[src/hdl/flash_status_defs.svh]
// Offsets, field positions, reset values and timing counts of the
// status poller. Assumes a 125 MHz system clock.
`ifndef FLASH_STATUS_DEFS_SVH
`define FLASH_STATUS_DEFS_SVH

// Register byte offsets on the bus
`define REG_CTRL      8'h00
`define REG_CMD       8'h04
`define REG_STATE     8'h08
`define REG_IRQ_STAT  8'h0c
`define REG_IRQ_MASK  8'h10

// Control register fields
`define CTRL_GO_BIT       0
`define CTRL_USE_PIN_BIT  1
`define CTRL_SEND_BIT     2

// Reset value of the command register
`define CMD_RESET  8'hff
// Command code that selects status reads
`define READ_STATUS_CMD  8'h70

// Status word fields
`define SR_READY_BIT       7
`define SR_ERASE_SUSP_BIT  6
`define SR_ERASE_ERR_BIT   5
`define SR_PROG_ERR_BIT    4
`define SR_LOW_VOLT_BIT    3
`define SR_PROG_SUSP_BIT   2
`define SR_LOCK_ABORT_BIT  1
`define SR_RESERVED_BIT    0

// Interrupt status and mask fields
`define IRQ_DONE_BIT  0
`define IRQ_ERR_BIT   1
`define IRQ_SUSP_BIT  2
`define IRQ_WIDTH     3

// Pin timing, in ns, and derived clock counts (rounded up)
`define CLK_PERIOD_PS   8000
`define T_ACCESS_NS     120
`define T_WE_PULSE_NS   70
`define T_RECOVER_NS    30
`define CYCLES_MIN(ns)  ((((ns) * 1000) + `CLK_PERIOD_PS - 1) / `CLK_PERIOD_PS)
`define ACCESS_CYCLES   `CYCLES_MIN(`T_ACCESS_NS)
`define WE_CYCLES       `CYCLES_MIN(`T_WE_PULSE_NS)
`define RECOVER_CYCLES  `CYCLES_MIN(`T_RECOVER_NS)

`endif

[src/hdl/flash_status_pkg.sv]
// Types shared by the status poller and its pin cycle engine.
// Assumes nothing of its surroundings.
package flash_status_pkg;

  // Pin cycle engine states
  typedef enum logic [2:0] {
    ENG_IDLE  = 3'b001,
    ENG_PULSE = 3'b010,
    ENG_REC   = 3'b100
  } engine_state_t;

  // Poller states
  typedef enum logic [5:0] {
    ST_IDLE  = 6'b000001,
    ST_SEND  = 6'b000010,
    ST_CMD   = 6'b000100,
    ST_WAIT  = 6'b001000,
    ST_POLL  = 6'b010000,
    ST_FINAL = 6'b100000
  } poll_state_t;

  // Whole state of the pin cycle engine
  typedef struct packed {
    engine_state_t state;
    logic [7:0]    cnt;
    logic          write;
    logic          ce_n;
    logic          oe_n;
    logic          we_n;
    logic [15:0]   dout;
    logic          dout_oe_n;
    logic [15:0]   rdata;
    logic          done;
  } engine_regs_t;

  // Whole state of the poller
  typedef struct packed {
    poll_state_t state;
    logic        ack;
    logic [31:0] rdata;
    logic        use_pin;
    logic [7:0]  cmd;
    logic        mode;
    logic        busy;
    logic [7:0]  status;
    logic [2:0]  irq_stat;
    logic [2:0]  irq_mask;
    logic        req;
    logic        wr;
    logic [7:0]  wdata;
  } poll_regs_t;

endpackage : flash_status_pkg

[src/hdl/flash_cyc_if.sv]
// Request and answer signals between the poller and the pin engine.
// Assumes both ends run on the same clock.
`timescale 1ns/10ps
interface flash_cyc_if;
  logic        req;    // Held until done
  logic        write;  // 1 write cycle, 0 read cycle
  logic [7:0]  wdata;  // Command byte
  logic        done;   // One-cycle end pulse
  logic [15:0] rdata;  // Word latched at end of read

  modport ctrl   (output req, write, wdata, input done, rdata);
  modport engine (input req, write, wdata, output done, rdata);
endinterface : flash_cyc_if

[src/hdl/flash_cycle_engine.sv]
// Pin engine: asynchronous read or write cycles, one after the other for as long as a request is held.
// Assumes the flash pins are sampled by the board as they leave here.
`timescale 1ns/10ps
`include "flash_status_defs.svh"
module flash_cycle_engine
  import flash_status_pkg::*;
#(
  parameter int ACC_CYC = `ACCESS_CYCLES,
  parameter int WE_CYC  = `WE_CYCLES,
  parameter int REC_CYC = `RECOVER_CYCLES
)(
  input  wire logic        clk_i,
  input  wire logic        rst_i,
  flash_cyc_if.engine      cyc,
  input  wire logic [15:0] data_i,
  output logic             ce_n_o,
  output logic             oe_n_o,
  output logic             we_n_o,
  output logic [15:0]      data_o,
  output logic             data_oe_n_o
);

  engine_regs_t cur;   // Registered state
  engine_regs_t next_c; // Next state

  // Next state of the pin cycle
  always_comb begin
    next_c      = cur;
    next_c.done = 1'b0;
    case (cur.state)
      ENG_IDLE: begin
        // Skip the done cycle so a held request is not reused
        if (cyc.req && !cur.done) begin
          next_c.ce_n  = 1'b0;
          next_c.write = cyc.write;
          next_c.state = ENG_PULSE;
          if (cyc.write) begin
            next_c.we_n      = 1'b0;
            next_c.dout      = {8'h00, cyc.wdata};
            next_c.dout_oe_n = 1'b0;
            next_c.cnt       = 8'(WE_CYC - 1);
          end else begin
            // Falling output enable makes the device latch the word
            next_c.oe_n = 1'b0;
            next_c.cnt  = 8'(ACC_CYC - 1);
          end
        end
      end
      ENG_PULSE: begin
        if (cur.cnt == 8'h00) begin
          if (!cur.write) begin
            next_c.rdata = data_i;
          end
          // Raise enables so the next read relatches
          next_c.oe_n  = 1'b1;
          next_c.we_n  = 1'b1;
          next_c.ce_n  = 1'b1;
          next_c.cnt   = 8'(REC_CYC - 1);
          next_c.state = ENG_REC;
        end else begin
          next_c.cnt = cur.cnt - 8'h01;
        end
      end
      ENG_REC: begin
        if (cur.cnt == 8'h00) begin
          next_c.dout_oe_n = 1'b1;
          next_c.done      = 1'b1;
          next_c.state     = ENG_IDLE;
        end else begin
          next_c.cnt = cur.cnt - 8'h01;
        end
      end
      default: begin
        next_c.state = ENG_IDLE;
      end
    endcase
  end

  // State register
  always_ff @(posedge clk_i or posedge rst_i) begin
    if (rst_i) begin
      cur <= '{state: ENG_IDLE, cnt: 8'h00, write: 1'b0, ce_n: 1'b1,
               oe_n: 1'b1, we_n: 1'b1, dout: 16'h0000, dout_oe_n: 1'b1,
               rdata: 16'h0000, done: 1'b0};
    end else begin
      cur <= next_c;
    end
  end

  assign ce_n_o      = cur.ce_n;
  assign oe_n_o      = cur.oe_n;
  assign we_n_o      = cur.we_n;
  assign data_o      = cur.dout;
  assign data_oe_n_o = cur.dout_oe_n;
  assign cyc.done    = cur.done;
  assign cyc.rdata   = cur.rdata;

  // Output enable stays high for the whole recovery before a new read
  a_oe_recovery: assert property (@(posedge clk_i) disable iff (rst_i)
    $rose(cur.oe_n) |-> cur.oe_n [*4])
    else $error("output enable not held high between reads");

  // Never drive the data lines while the device drives them
  a_no_contention: assert property (@(posedge clk_i) disable iff (rst_i)
    !cur.oe_n |-> (cur.dout_oe_n && cur.we_n))
    else $error("data driven during a read cycle");

  // Done is a single pulse
  a_done_pulse: assert property (@(posedge clk_i) disable iff (rst_i)
    cur.done |=> !cur.done)
    else $error("done held longer than one cycle");

endmodule : flash_cycle_engine

[src/hdl/flash_status_poller.sv]
// Host side status poller for a parallel flash, with a Wishbone
// slave for software. Assumes the board ties the address pins and
// that pin inputs are synchronous to CLOCK_I.
//
// The Wishbone interface to the registers and the register addresses are this design's own decisions.
`timescale 1ns/10ps
`include "flash_status_defs.svh"

// Status word clean-up and classification
module status_decoder (
  input  wire logic [7:0] raw_i,
  output logic [7:0]      clean_o,
  output logic            fail_o,
  output logic            susp_o
);
  // Reserved bit masked out of every evaluation
  always_comb begin
    clean_o                   = raw_i;
    clean_o[`SR_RESERVED_BIT] = 1'b0;
    // Erase, program, low voltage and lock abort count as failure
    fail_o = clean_o[`SR_ERASE_ERR_BIT] | clean_o[`SR_PROG_ERR_BIT]
           | clean_o[`SR_LOW_VOLT_BIT]
           | clean_o[`SR_LOCK_ABORT_BIT];
    // Either suspend flag marks the finished poll as suspended
    susp_o = clean_o[`SR_ERASE_SUSP_BIT] | clean_o[`SR_PROG_SUSP_BIT];
  end
endmodule : status_decoder

// Functional notes
// - Status mode has no page reads.
// - Toggle output enable between status reads.
// - Ready bit or completion pin shows done.
// - Lock state read via identifier mode.
// - Mask reserved bit zero when polling.
module flash_status_poller
  import flash_status_pkg::*;
#(
  parameter logic [7:0] STATUS_CMD = `READ_STATUS_CMD
)(
  input  wire logic        CLOCK_I,
  input  wire logic        RESET_I,
  input  wire logic        WB_CYC_I,
  input  wire logic        WB_STB_I,
  input  wire logic        WB_WE_I,
  input  wire logic [7:0]  WB_ADR_I,
  input  wire logic [3:0]  WB_SEL_I,
  input  wire logic [31:0] WB_DAT_I,
  output logic [31:0]      WB_DAT_O,
  output logic             WB_ACK_O,
  output logic             IRQ_O,
  output logic             FLASH_CE_N_O,
  output logic             FLASH_OE_N_O,
  output logic             FLASH_WE_N_O,
  input  wire logic [15:0] FLASH_DATA_I,
  output logic [15:0]      FLASH_DATA_O,
  output logic             FLASH_DATA_OE_N_O,
  input  wire logic        FLASH_COMPLETION_I
);

  poll_regs_t  cur;      // Registered state
  poll_regs_t  next_p;   // Next state
  flash_cyc_if cyc ();   // Link to pin engine
  logic [7:0]  clean;    // Word with reserved bit cleared
  logic        fail;     // Any error flag set
  logic        susp;     // Any suspend flag set
  logic        access;   // Bus access in its ack cycle
  logic        wr_ok;    // Write takes effect this edge
  logic [2:0]  irq_set;  // Events this cycle
  logic [2:0]  irq_clr;  // Write one to clear
  logic        go;       // Start a poll
  logic        send;     // Send the command register

  // Pin cycle engine
  flash_cycle_engine u_engine (
    .clk_i       (CLOCK_I),
    .rst_i       (RESET_I),
    .cyc         (cyc.engine),
    .data_i      (FLASH_DATA_I),
    .ce_n_o      (FLASH_CE_N_O),
    .oe_n_o      (FLASH_OE_N_O),
    .we_n_o      (FLASH_WE_N_O),
    .data_o      (FLASH_DATA_O),
    .data_oe_n_o (FLASH_DATA_OE_N_O)
  );

  // Decoder looks only at the low byte; upper lines may float
  status_decoder u_decoder (
    .raw_i   (cyc.rdata[7:0]),
    .clean_o (clean),
    .fail_o  (fail),
    .susp_o  (susp)
  );

  // Bus strobes
  assign access  = WB_CYC_I & WB_STB_I & cur.ack;
  assign wr_ok   = access & WB_WE_I & WB_SEL_I[0];
  assign go      = wr_ok && WB_ADR_I == `REG_CTRL && WB_DAT_I[`CTRL_GO_BIT];
  assign send    = wr_ok && WB_ADR_I == `REG_CTRL && WB_DAT_I[`CTRL_SEND_BIT];
  assign irq_clr = (wr_ok && WB_ADR_I == `REG_IRQ_STAT) ? WB_DAT_I[2:0] : 3'h0;

  // Next state: bus slave, poll sequence, interrupts
  always_comb begin
    next_p  = cur;
    irq_set = 3'h0;
    // Ack one cycle after the strobe, dropped after one cycle
    next_p.ack = WB_CYC_I & WB_STB_I & ~cur.ack;
    // Read data captured with the ack
    if (WB_ADR_I == `REG_CTRL) begin
      next_p.rdata = {30'h0, cur.use_pin, 1'b0};
    end else if (WB_ADR_I == `REG_CMD) begin
      next_p.rdata = {24'h0, cur.cmd};
    end else if (WB_ADR_I == `REG_STATE) begin
      next_p.rdata = {16'h0, cur.status, 6'h0, cur.mode, cur.busy};
    end else if (WB_ADR_I == `REG_IRQ_STAT) begin
      next_p.rdata = {29'h0, cur.irq_stat};
    end else if (WB_ADR_I == `REG_IRQ_MASK) begin
      next_p.rdata = {29'h0, cur.irq_mask};
    end else begin
      // Unmapped offsets read zero
      next_p.rdata = 32'h0;
    end
    // Register writes
    if (wr_ok && WB_ADR_I == `REG_CTRL) begin
      next_p.use_pin = WB_DAT_I[`CTRL_USE_PIN_BIT];
    end else if (wr_ok && WB_ADR_I == `REG_CMD) begin
      next_p.cmd = WB_DAT_I[7:0];
    end else if (wr_ok && WB_ADR_I == `REG_IRQ_MASK) begin
      next_p.irq_mask = WB_DAT_I[2:0];
    end
    // Poll sequence
    case (cur.state)
      ST_IDLE: begin
        if (send) begin
          // Any command leaves status mode unless it is the status one
          next_p.req   = 1'b1;
          next_p.wr    = 1'b1;
          next_p.wdata = cur.cmd;
          next_p.busy  = 1'b1;
          next_p.state = ST_SEND;
        end else if (go) begin
          next_p.busy = 1'b1;
          if (!cur.mode) begin
            // Status command issued regardless of program voltage
            next_p.req   = 1'b1;
            next_p.wr    = 1'b1;
            next_p.wdata = STATUS_CMD;
            next_p.state = ST_CMD;
          end else begin
            // Already in status mode: no command needed
            next_p.state = ST_WAIT;
          end
        end
      end
      ST_SEND: begin
        if (cyc.done) begin
          next_p.req   = 1'b0;
          next_p.busy  = 1'b0;
          next_p.mode  = (cur.cmd == STATUS_CMD);
          next_p.state = ST_IDLE;
        end
      end
      ST_CMD: begin
        if (cyc.done) begin
          next_p.req   = 1'b0;
          next_p.mode  = 1'b1;
          next_p.state = ST_WAIT;
        end
      end
      ST_WAIT: begin
        // Optional wait on the completion pin before reading
        if (!cur.use_pin || FLASH_COMPLETION_I) begin
          // Single word reads only, never page bursts
          next_p.req   = 1'b1;
          next_p.wr    = 1'b0;
          next_p.state = ST_POLL;
        end
      end
      ST_POLL: begin
        // Only the ready bit is trusted while the engine is busy
        if (cyc.done && cyc.rdata[`SR_READY_BIT]) begin
          // One more read so that every bit is valid
          next_p.state = ST_FINAL;
        end
      end
      ST_FINAL: begin
        if (cyc.done) begin
          next_p.req    = 1'b0;
          next_p.busy   = 1'b0;
          // Lock abort kept as an event flag, not a lock state
          next_p.status = clean;
          irq_set[`IRQ_DONE_BIT] = 1'b1;
          irq_set[`IRQ_ERR_BIT]  = fail;
          irq_set[`IRQ_SUSP_BIT] = susp;
          next_p.state  = ST_IDLE;
        end
      end
      default: begin
        next_p.state = ST_IDLE;
      end
    endcase
    // Sticky flags: a set in the clearing cycle wins
    next_p.irq_stat = (cur.irq_stat & ~irq_clr) | irq_set;
  end

  // State register
  always_ff @(posedge CLOCK_I or posedge RESET_I) begin
    if (RESET_I) begin
      cur <= '{state: ST_IDLE, ack: 1'b0, rdata: 32'h0, use_pin: 1'b0,
               cmd: `CMD_RESET, mode: 1'b0, busy: 1'b0, status: 8'h00,
               irq_stat: 3'h0, irq_mask: 3'h0, req: 1'b0, wr: 1'b0,
               wdata: 8'h00};
    end else begin
      cur <= next_p;
    end
  end

  // Engine request and bus outputs
  assign cyc.req   = cur.req;
  assign cyc.write = cur.wr;
  assign cyc.wdata = cur.wdata;
  assign WB_DAT_O  = cur.rdata;
  assign WB_ACK_O  = cur.ack;
  assign IRQ_O     = |(cur.irq_stat & cur.irq_mask);

  // Interrupt only rises after a finished poll or a new mask
  a_irq_level: assert property (@(posedge CLOCK_I) disable iff (RESET_I)
    $rose(IRQ_O) |-> ($past(cur.state) == ST_FINAL || $past(cur.irq_mask) != cur.irq_mask))
    else $error("interrupt rose with no cause");

  // Ack lasts one cycle
  a_ack_single: assert property (@(posedge CLOCK_I) disable iff (RESET_I)
    WB_ACK_O |=> !WB_ACK_O)
    else $error("ack held two cycles");

  // Reserved bit never reported
  a_reserved_masked: assert property (@(posedge CLOCK_I) disable iff (RESET_I)
    !cur.status[`SR_RESERVED_BIT])
    else $error("reserved status bit reported");

  // Status command completion puts the host in status mode
  a_mode_entry: assert property (@(posedge CLOCK_I) disable iff (RESET_I)
    (cur.state == ST_CMD && cyc.done) |=> (cur.mode && cur.state == ST_WAIT))
    else $error("status mode not entered");

  // A busy answer leads to another read, never to a result
  a_busy_repoll: assert property (@(posedge CLOCK_I) disable iff (RESET_I)
    (cur.state == ST_POLL && cyc.done && !cyc.rdata[`SR_READY_BIT])
    |=> (cur.state == ST_POLL && cur.busy))
    else $error("busy answer ended the poll");

  // Ready answer is followed by a final full read
  a_final_read: assert property (@(posedge CLOCK_I) disable iff (RESET_I)
    (cur.state == ST_POLL && cyc.done && cyc.rdata[`SR_READY_BIT])
    |=> cur.state == ST_FINAL ##1 !FLASH_OE_N_O)
    else $error("no final read after ready");

  // No read starts while waiting on the completion pin
  a_pin_wait: assert property (@(posedge CLOCK_I) disable iff (RESET_I)
    (cur.state == ST_WAIT && cur.use_pin && !FLASH_COMPLETION_I) |=> !cur.req)
    else $error("read started before completion pin");

  // Any of the four failure bits raises the error interrupt
  a_error_flag: assert property (@(posedge CLOCK_I) disable iff (RESET_I)
    (cur.state == ST_FINAL && cyc.done && fail) |=> cur.irq_stat[`IRQ_ERR_BIT])
    else $error("error flag not raised");

  // Any other command sent leaves status mode
  a_send_exit: assert property (@(posedge CLOCK_I) disable iff (RESET_I)
    (cur.state == ST_SEND && cyc.done && cur.cmd != STATUS_CMD) |=> !cur.mode)
    else $error("status mode kept after another command");

  // Stored word is the final read with only the reserved bit cleared
  a_word_stored: assert property (@(posedge CLOCK_I) disable iff (RESET_I)
    (cur.state == ST_FINAL && cyc.done) |=> cur.status[7:1] == $past(cyc.rdata[7:1]))
    else $error("stored status word differs from final read");

  // An idle poller keeps the pin engine quiet
  a_idle_quiet: assert property (@(posedge CLOCK_I) disable iff (RESET_I)
    cur.state == ST_IDLE |-> (!cur.req && !cur.busy))
    else $error("engine requested while idle");

  // Scenarios of interest
  c_poll_done: cover property (@(posedge CLOCK_I) disable iff (RESET_I)
    cur.state == ST_FINAL && cyc.done);
  c_busy_loop: cover property (@(posedge CLOCK_I) disable iff (RESET_I)
    cur.state == ST_POLL && cyc.done && !cyc.rdata[`SR_READY_BIT]);
  c_suspend: cover property (@(posedge CLOCK_I) disable iff (RESET_I)
    cur.state == ST_FINAL && cyc.done && susp);
  c_send_other: cover property (@(posedge CLOCK_I) disable iff (RESET_I)
    cur.state == ST_SEND && cyc.done && cur.cmd != STATUS_CMD);
  c_pin_wait: cover property (@(posedge CLOCK_I) disable iff (RESET_I)
    cur.state == ST_WAIT && cur.use_pin && !FLASH_COMPLETION_I);

endmodule : flash_status_poller

[config.mk]
export PLATFORM = sky130hd
export DESIGN_NAME = flash_status_poller
export DESIGN_NICKNAME = d
export VERILOG_FILES = /design/src/hdl/flash_status_pkg.sv /design/src/hdl/flash_cyc_if.sv /design/src/hdl/flash_cycle_engine.sv /design/src/hdl/flash_status_poller.sv
export VERILOG_INCLUDE_DIRS = /design/src /design/src/hdl
export SDC_FILE = /design/constraint.sdc
export NUM_CORES = 1
export LEC_CHECK = 0
export BUFFER_PORTS_ARGS = -buffer_cell sky130_fd_sc_hd__buf_4
export CAP_MARGIN = 20
export CELL_PAD_IN_SITES_DETAIL_PLACEMENT = 0
export CELL_PAD_IN_SITES_GLOBAL_PLACEMENT = 1
export CORE_ASPECT_RATIO = 0.75
export CORE_MARGIN = 3
export CORE_UTILIZATION = 38
export CTS_CLUSTER_SIZE = 24
export DETAILED_ROUTE_END_ITERATION = 10
export GPL_TIMING_DRIVEN = 0
export HOLD_SLACK_MARGIN = 0.15
export MAX_ROUTING_LAYER = met4
export PLACE_DENSITY = 0.79
export SLEW_MARGIN = 20
export SYNTH_ARGS = -nofsm -noshare
export SYNTH_HDL_FRONTEND = slang
export SYNTH_HIERARCHICAL = 1
export SYNTH_SLANG_ARGS = --single-unit
[constraint.sdc]
create_clock -name CLOCK_I -period 2.1 [get_ports CLOCK_I]
set_input_delay 0.105 -clock CLOCK_I [delete_from_list [all_inputs] [get_ports CLOCK_I]]
set_output_delay 0.105 -clock CLOCK_I [all_outputs]
set_load 0.02 [all_outputs]
# --- After elaboration in Yosys (flattened, before gate mapping) ---
# Cells that the tools add are included.
word_totals:
  regBits: 106
  in_bits: 66
  latchBits: 0
  ram_bits: 0
  out_inout_bits: 54
  n_memories: 0
  wordCells: 159
  rom_bits: 0
op_classes:
  mul: 0
  n_addsub: 1
  bitwise: 17
  div_mod_pow: 0
  n_lt_le_gt_ge: 0
  n_reduce_logical: 42
  n_eq_ne: 30
  shifts: 0
  mux: 46
ops:
  columns: ["operator", "count"]
  rows:
  - ["2-to-1 mux 16 bit", 3]
  - ["2-to-1 mux 6 bit", 6]
  - ["2-to-1 mux 32 bit", 1]
  - ["2-to-1 mux 10 bit", 3]
  - ["one-hot mux 6 bit (5 select lines)", 1]
  - ["2-to-1 mux 3 bit", 9]
  - ["one-hot mux 8 bit (3 select lines)", 1]
  - ["AND reduction 3 bit", 8]
  - ["AND reduction 4 bit", 5]
  - ["2-to-1 mux 18 bit", 1]
  - ["!= test 2 x 1 -> 1 bit, second input constant", 9]
  - ["== test 8 x 4 -> 1 bit, second input constant", 2]
  - ["logical NOT 8 bit", 2]
  - ["2-to-1 mux 8 bit", 2]
  - ["!= test 2 bit, second input constant", 5]
  - ["AND reduction 5 bit", 2]
  - ["nonzero test 2 bit", 5]
  - ["2-to-1 mux 9 bit", 1]
  - ["one-hot mux 3 bit (3 select lines)", 1]
  - ["nonzero test 3 bit", 3]
  - ["== test 8 x 3 -> 1 bit, second input constant", 1]
  - ["== test 8 x 5 -> 1 bit, second input constant", 1]
  - ["== test 8 x 7 -> 1 bit, second input constant", 1]
  - ["logical AND 1 bit", 8]
  - ["other kinds (28)", 55]

# --- Longest topological paths before layout ---
depth:
  ltp_word: 9
  depth_mapped: 7
  ltp_nobuf: 6

# --- Hierarchy ---
# The synthesis kept the hierarchy.
by_module_without_submodules:
  columns: ["mod", "seq_area_each_um2", "n_inst", "area_per_inst_um2", "cells_per_inst"]
  rows:
  - ["flash_status_poller", 1462.7, 1, 2861.5, 261]
  - ["flash_cycle_engine", 1032.2, 1, 2173.3, 188]
  - ["status_decoder", 0.0, 1, 77.6, 11]

# --- Worst setup path after synthesis ---
# OpenSTA, ideal clock, no wires.
synth_timing:
  kind: "register -> register"
  startpoint: "register u_engine/cur[38] (netlist bit)"
  endpoint: "register u_engine.cur (netlist bit u_engine/cyc.rdata[0])"
  path_stages_with_launch: 8
  period_less_slack_ns: 2.007
  setup_slack_ns: 0.093
  arrival_ns: 1.881
  setup_time_ns: 0.125
  path_buffers: 1
  t_required_ns: 1.975
  cell_sequence: "dfrtp_1 > inv_1 > ha_1 > nor4b_2 > nand4_2 > nor2_4 > buf_12 > mux2_4"
synth_between:
  elab_chain_len: 2
synth_rtl:
  columns: ["item", "line_no", "rtl"]
  rows:
  - ["start: declaration", "flash_cycle_engine.sv:23", "engine_regs_t cur;"]
  - ["start signal: assignment", "flash_cycle_engine.sv:82", "cur <= '{state: ENG_IDLE, cnt: 8'h00, write: 1'b0, ce_n: 1'b1,"]
  - ["start signal: assignment", "flash_cycle_engine.sv:86", "cur <= next_c;"]
  - ["logical NOT 8 bit", "flash_cycle_engine.sv:50", "if (cur.cnt == 8'h00) begin"]
  - ["AND reduction 3 bit (no source line)", null, null]
# Every way passes these cells.
# A chain may end at the register's enable or synchronous reset.

# --- Worst setup path after layout ---
layout_timing:
  startpoint: "register u_engine/cur[38] (netlist bit)"
  endpoint: "register u_engine.cur (netlist bit u_engine/cyc.rdata[1])"
# Same word-level chain as after synthesis.

==> run summary <==
Global route hottest layer: met2
Max Cap Viol: 0
Hold Path Class: in -> reg
Internal Power: 3.34 mW
Hold Slack: 0.201 ns
Die area: 13800 um^2
Total wire length: 10300 um
Core Region: 11800 um^2
Kind of critical path: reg -> reg
I/O pins: 120
Met1 usage: 22.2%
DRC viols: 0
Sw frac: 33.1%
CP arrival: 2.23 ns
DP Cell Count: 675
Standard-cell rows: 34
Worst setup path end: u_engine/cyc.rdata[1]
Gr ovfl total: 0
Crit start category: register
First-pass iteration count of the detailed router: 5
Worst r2r src: u_engine/cur[38]
Post-Syn Area: 4710 um^2
Setup WS pre-CTS: -0.0424 ns
Max Root-Sink Buffers: 2
Area delta synth->final: 26.5%
Total negative setup slack: 0 ns
Grt met3 use: 3.59%
Synth warn: 6
Largest net degree at the start of global routing: 59
Status: finished, final reports clean
Placer Congestion: 0.897
Crit path capture type: register
Leakage: 2.89 nW
Final count of negative-setup-slack endpoints: 0
Seq pwr share: 41.3%
Tightest Pin Transition: 0.712 ns
DR vias/cell: 4.86
Die height: 102 um
Final core occ: 50.3%
GRT Total Usage: 15.7%
Gate Count Post-Synth: 433
CTS sink cnt: 90
Worst Clk Skew: 0.00905 ns
# diodes: 0
Post-CTS Setup Bufs: 0
Worst-Skew Late Latency: 0.33 ns
Tcrit/Tclk final: 96.0%
Fmax: 0.496 GHz
Slack of the critical path: 0.0842 ns
Die Wd: 135 um
DP HPWL: 7620 um
Non-Filler Instances: 712
Clock transition at path regs: 0.06 ns
Worst r2r dst: u_engine/cyc.rdata[1]
Power Dens Cells: 840 nW/um^2
Vias post-DR: 3463
Switching power: 1.66 mW
Routed wire per std cell: 14.5 um
CTS tree: yes
Crit Path Max Fanout: 7
Vias in the first global route: 3238
RSZ-0062 raised after global routing: no
Share of cells above drive strength 1: 38.7%
Required time of the critical path: 2.32 ns
CTS buffer count: 9
Initial antenna violation count: 0
Crit. Startpoint: u_engine/cur[38]
R2R cell count: 7
Comb pwr share: 29.3%
Max-slew headroom: 52.5%
FF-to-FF setup slack: 0.08 ns
Hold path depth: 4
Nets: 613
Minimum clock period: 2.02 ns
Met2 usage: 22.9%
H-tree levels: 3
Port Buffer Count: 58
Mean post-synth cell area: 10.9 um^2
Post-route ant nets: 0
VDD IR max: 0.000445 V
Initial DRC count: 355
Root Buffer: clkbuf_16
Initial Utilization: 39.8%
Hold Vio Cnt, Final: 0
First-pass GRT wire length: 16500 um
Max Slew Vio Count: 0
Clock network power share: 29.4%
[placed cells by master (no fill, tap or decap), types with 4 or more instances in the layout]
master	n
a21oi_1	10
a31oi_1	4
and2_1	16
inv_1	17
conb_1	25
o21ai_0	12
nand3_1	9
nor2b_1	6
dfstp_2	14
nor2_1	18
dlygate4sd3_1	21
buf_4	121
dfrtp_1	76
mux2_4	7
nor3_1	10
or4_1	4
clkbuf_16	9
and3_1	5
buf_2	4
clkbuf_1	10
mux2_2	27
nand2_1	25
a22o_1	9
[power by group through the flow]
stage,logic [mW],clock network [mW],registers (mW)
global placement,1.33,0,2.07
global route,1.60,1.59,2.09
finish,1.46,1.47,2.07
floorplan,1.01,0,2.05
CTS,1.41,1.52,2.05
detailed placement,1.34,0,2.08
[state kept, by name, indices dropped and copies added (netlist names)]
register,cells
WB_ACK_O,1
WB_DAT_O,16
cur,31
cyc.req,1
cyc.wdata,8
cyc.write,1
u_engine/ce_n_o,1
u_engine/cur,12
u_engine/cyc.done,1
u_engine/cyc.rdata,7
u_engine/data_o,8
u_engine/data_oe_n_o,1
u_engine/oe_n_o,1
u_engine/we_n_o,1
[how the worst min path moves through the flow]
| stage | from | to | slack [ns] |
|---|---|---|---|
| 2_1_floorplan | RESET_I | u_engine/cur[37] | 0.22 |
| 3_3_place_gp | FLASH_DATA_I[3] | u_engine/cyc.rdata[3] | 0.34 |
| 3_5_place_dp | RESET_I | u_engine/cur[37] | 0.29 |
| 4_1_cts | WB_ADR_I[7] | WB_DAT_O[1] | 0.19 |
| 5_1_grt | WB_ADR_I[7] | WB_DAT_O[1] | 0.23 |
| 6_report | WB_ADR_I[7] | WB_DAT_O[1] | 0.20 |
[layout make-up]
class	count	area, um^2
Timing Repair Buffer	79	646
Multi-Input combinational cell	270	1950
Inverter	20	77.6
Buffer	75	539
Clock inverter	3	17.5
Sequential cell	90	2270
Tap cell	162	203
Fill cell	1076	5870
Clock buffer	13	250
[routing by layer]
metal,routed length (um),vias to the layer above
li1,-,1671
met1,5130,1655
met2,4450,128
met3,616,9
met4,92,0
met5,0,-
[what timing repair did]
| action | CTS | global route |
|---|---|---|
| hold buffers | 21 | 0 |
| endpoints found under the hold margin | 102 | 0 |
| gates resized for setup | 3 | 6 |
| setup endpoints to repair | 9 | 21 |
[per-stage QoR]
stage | instance area, um^2 | power, mW
global route | 5950 | 5.28
CTS | 5920 | 4.97
floorplan | 4790 | 3.06
global placement | 5430 | 3.41
finish | 5950 | 5.00
detailed placement | 5430 | 3.42
[critical path, stage by stage, from the launching register on]
cell and delay [ns]:
dfrtp_1 0.45, inv_2 0.14, ha_2 0.22, nor4b_4 0.33, nand4_4 0.19, nor2_4 0.14, buf_12 0.14, mux2_4 0.29
No activity file was read; power rests on OpenSTA's default activity.
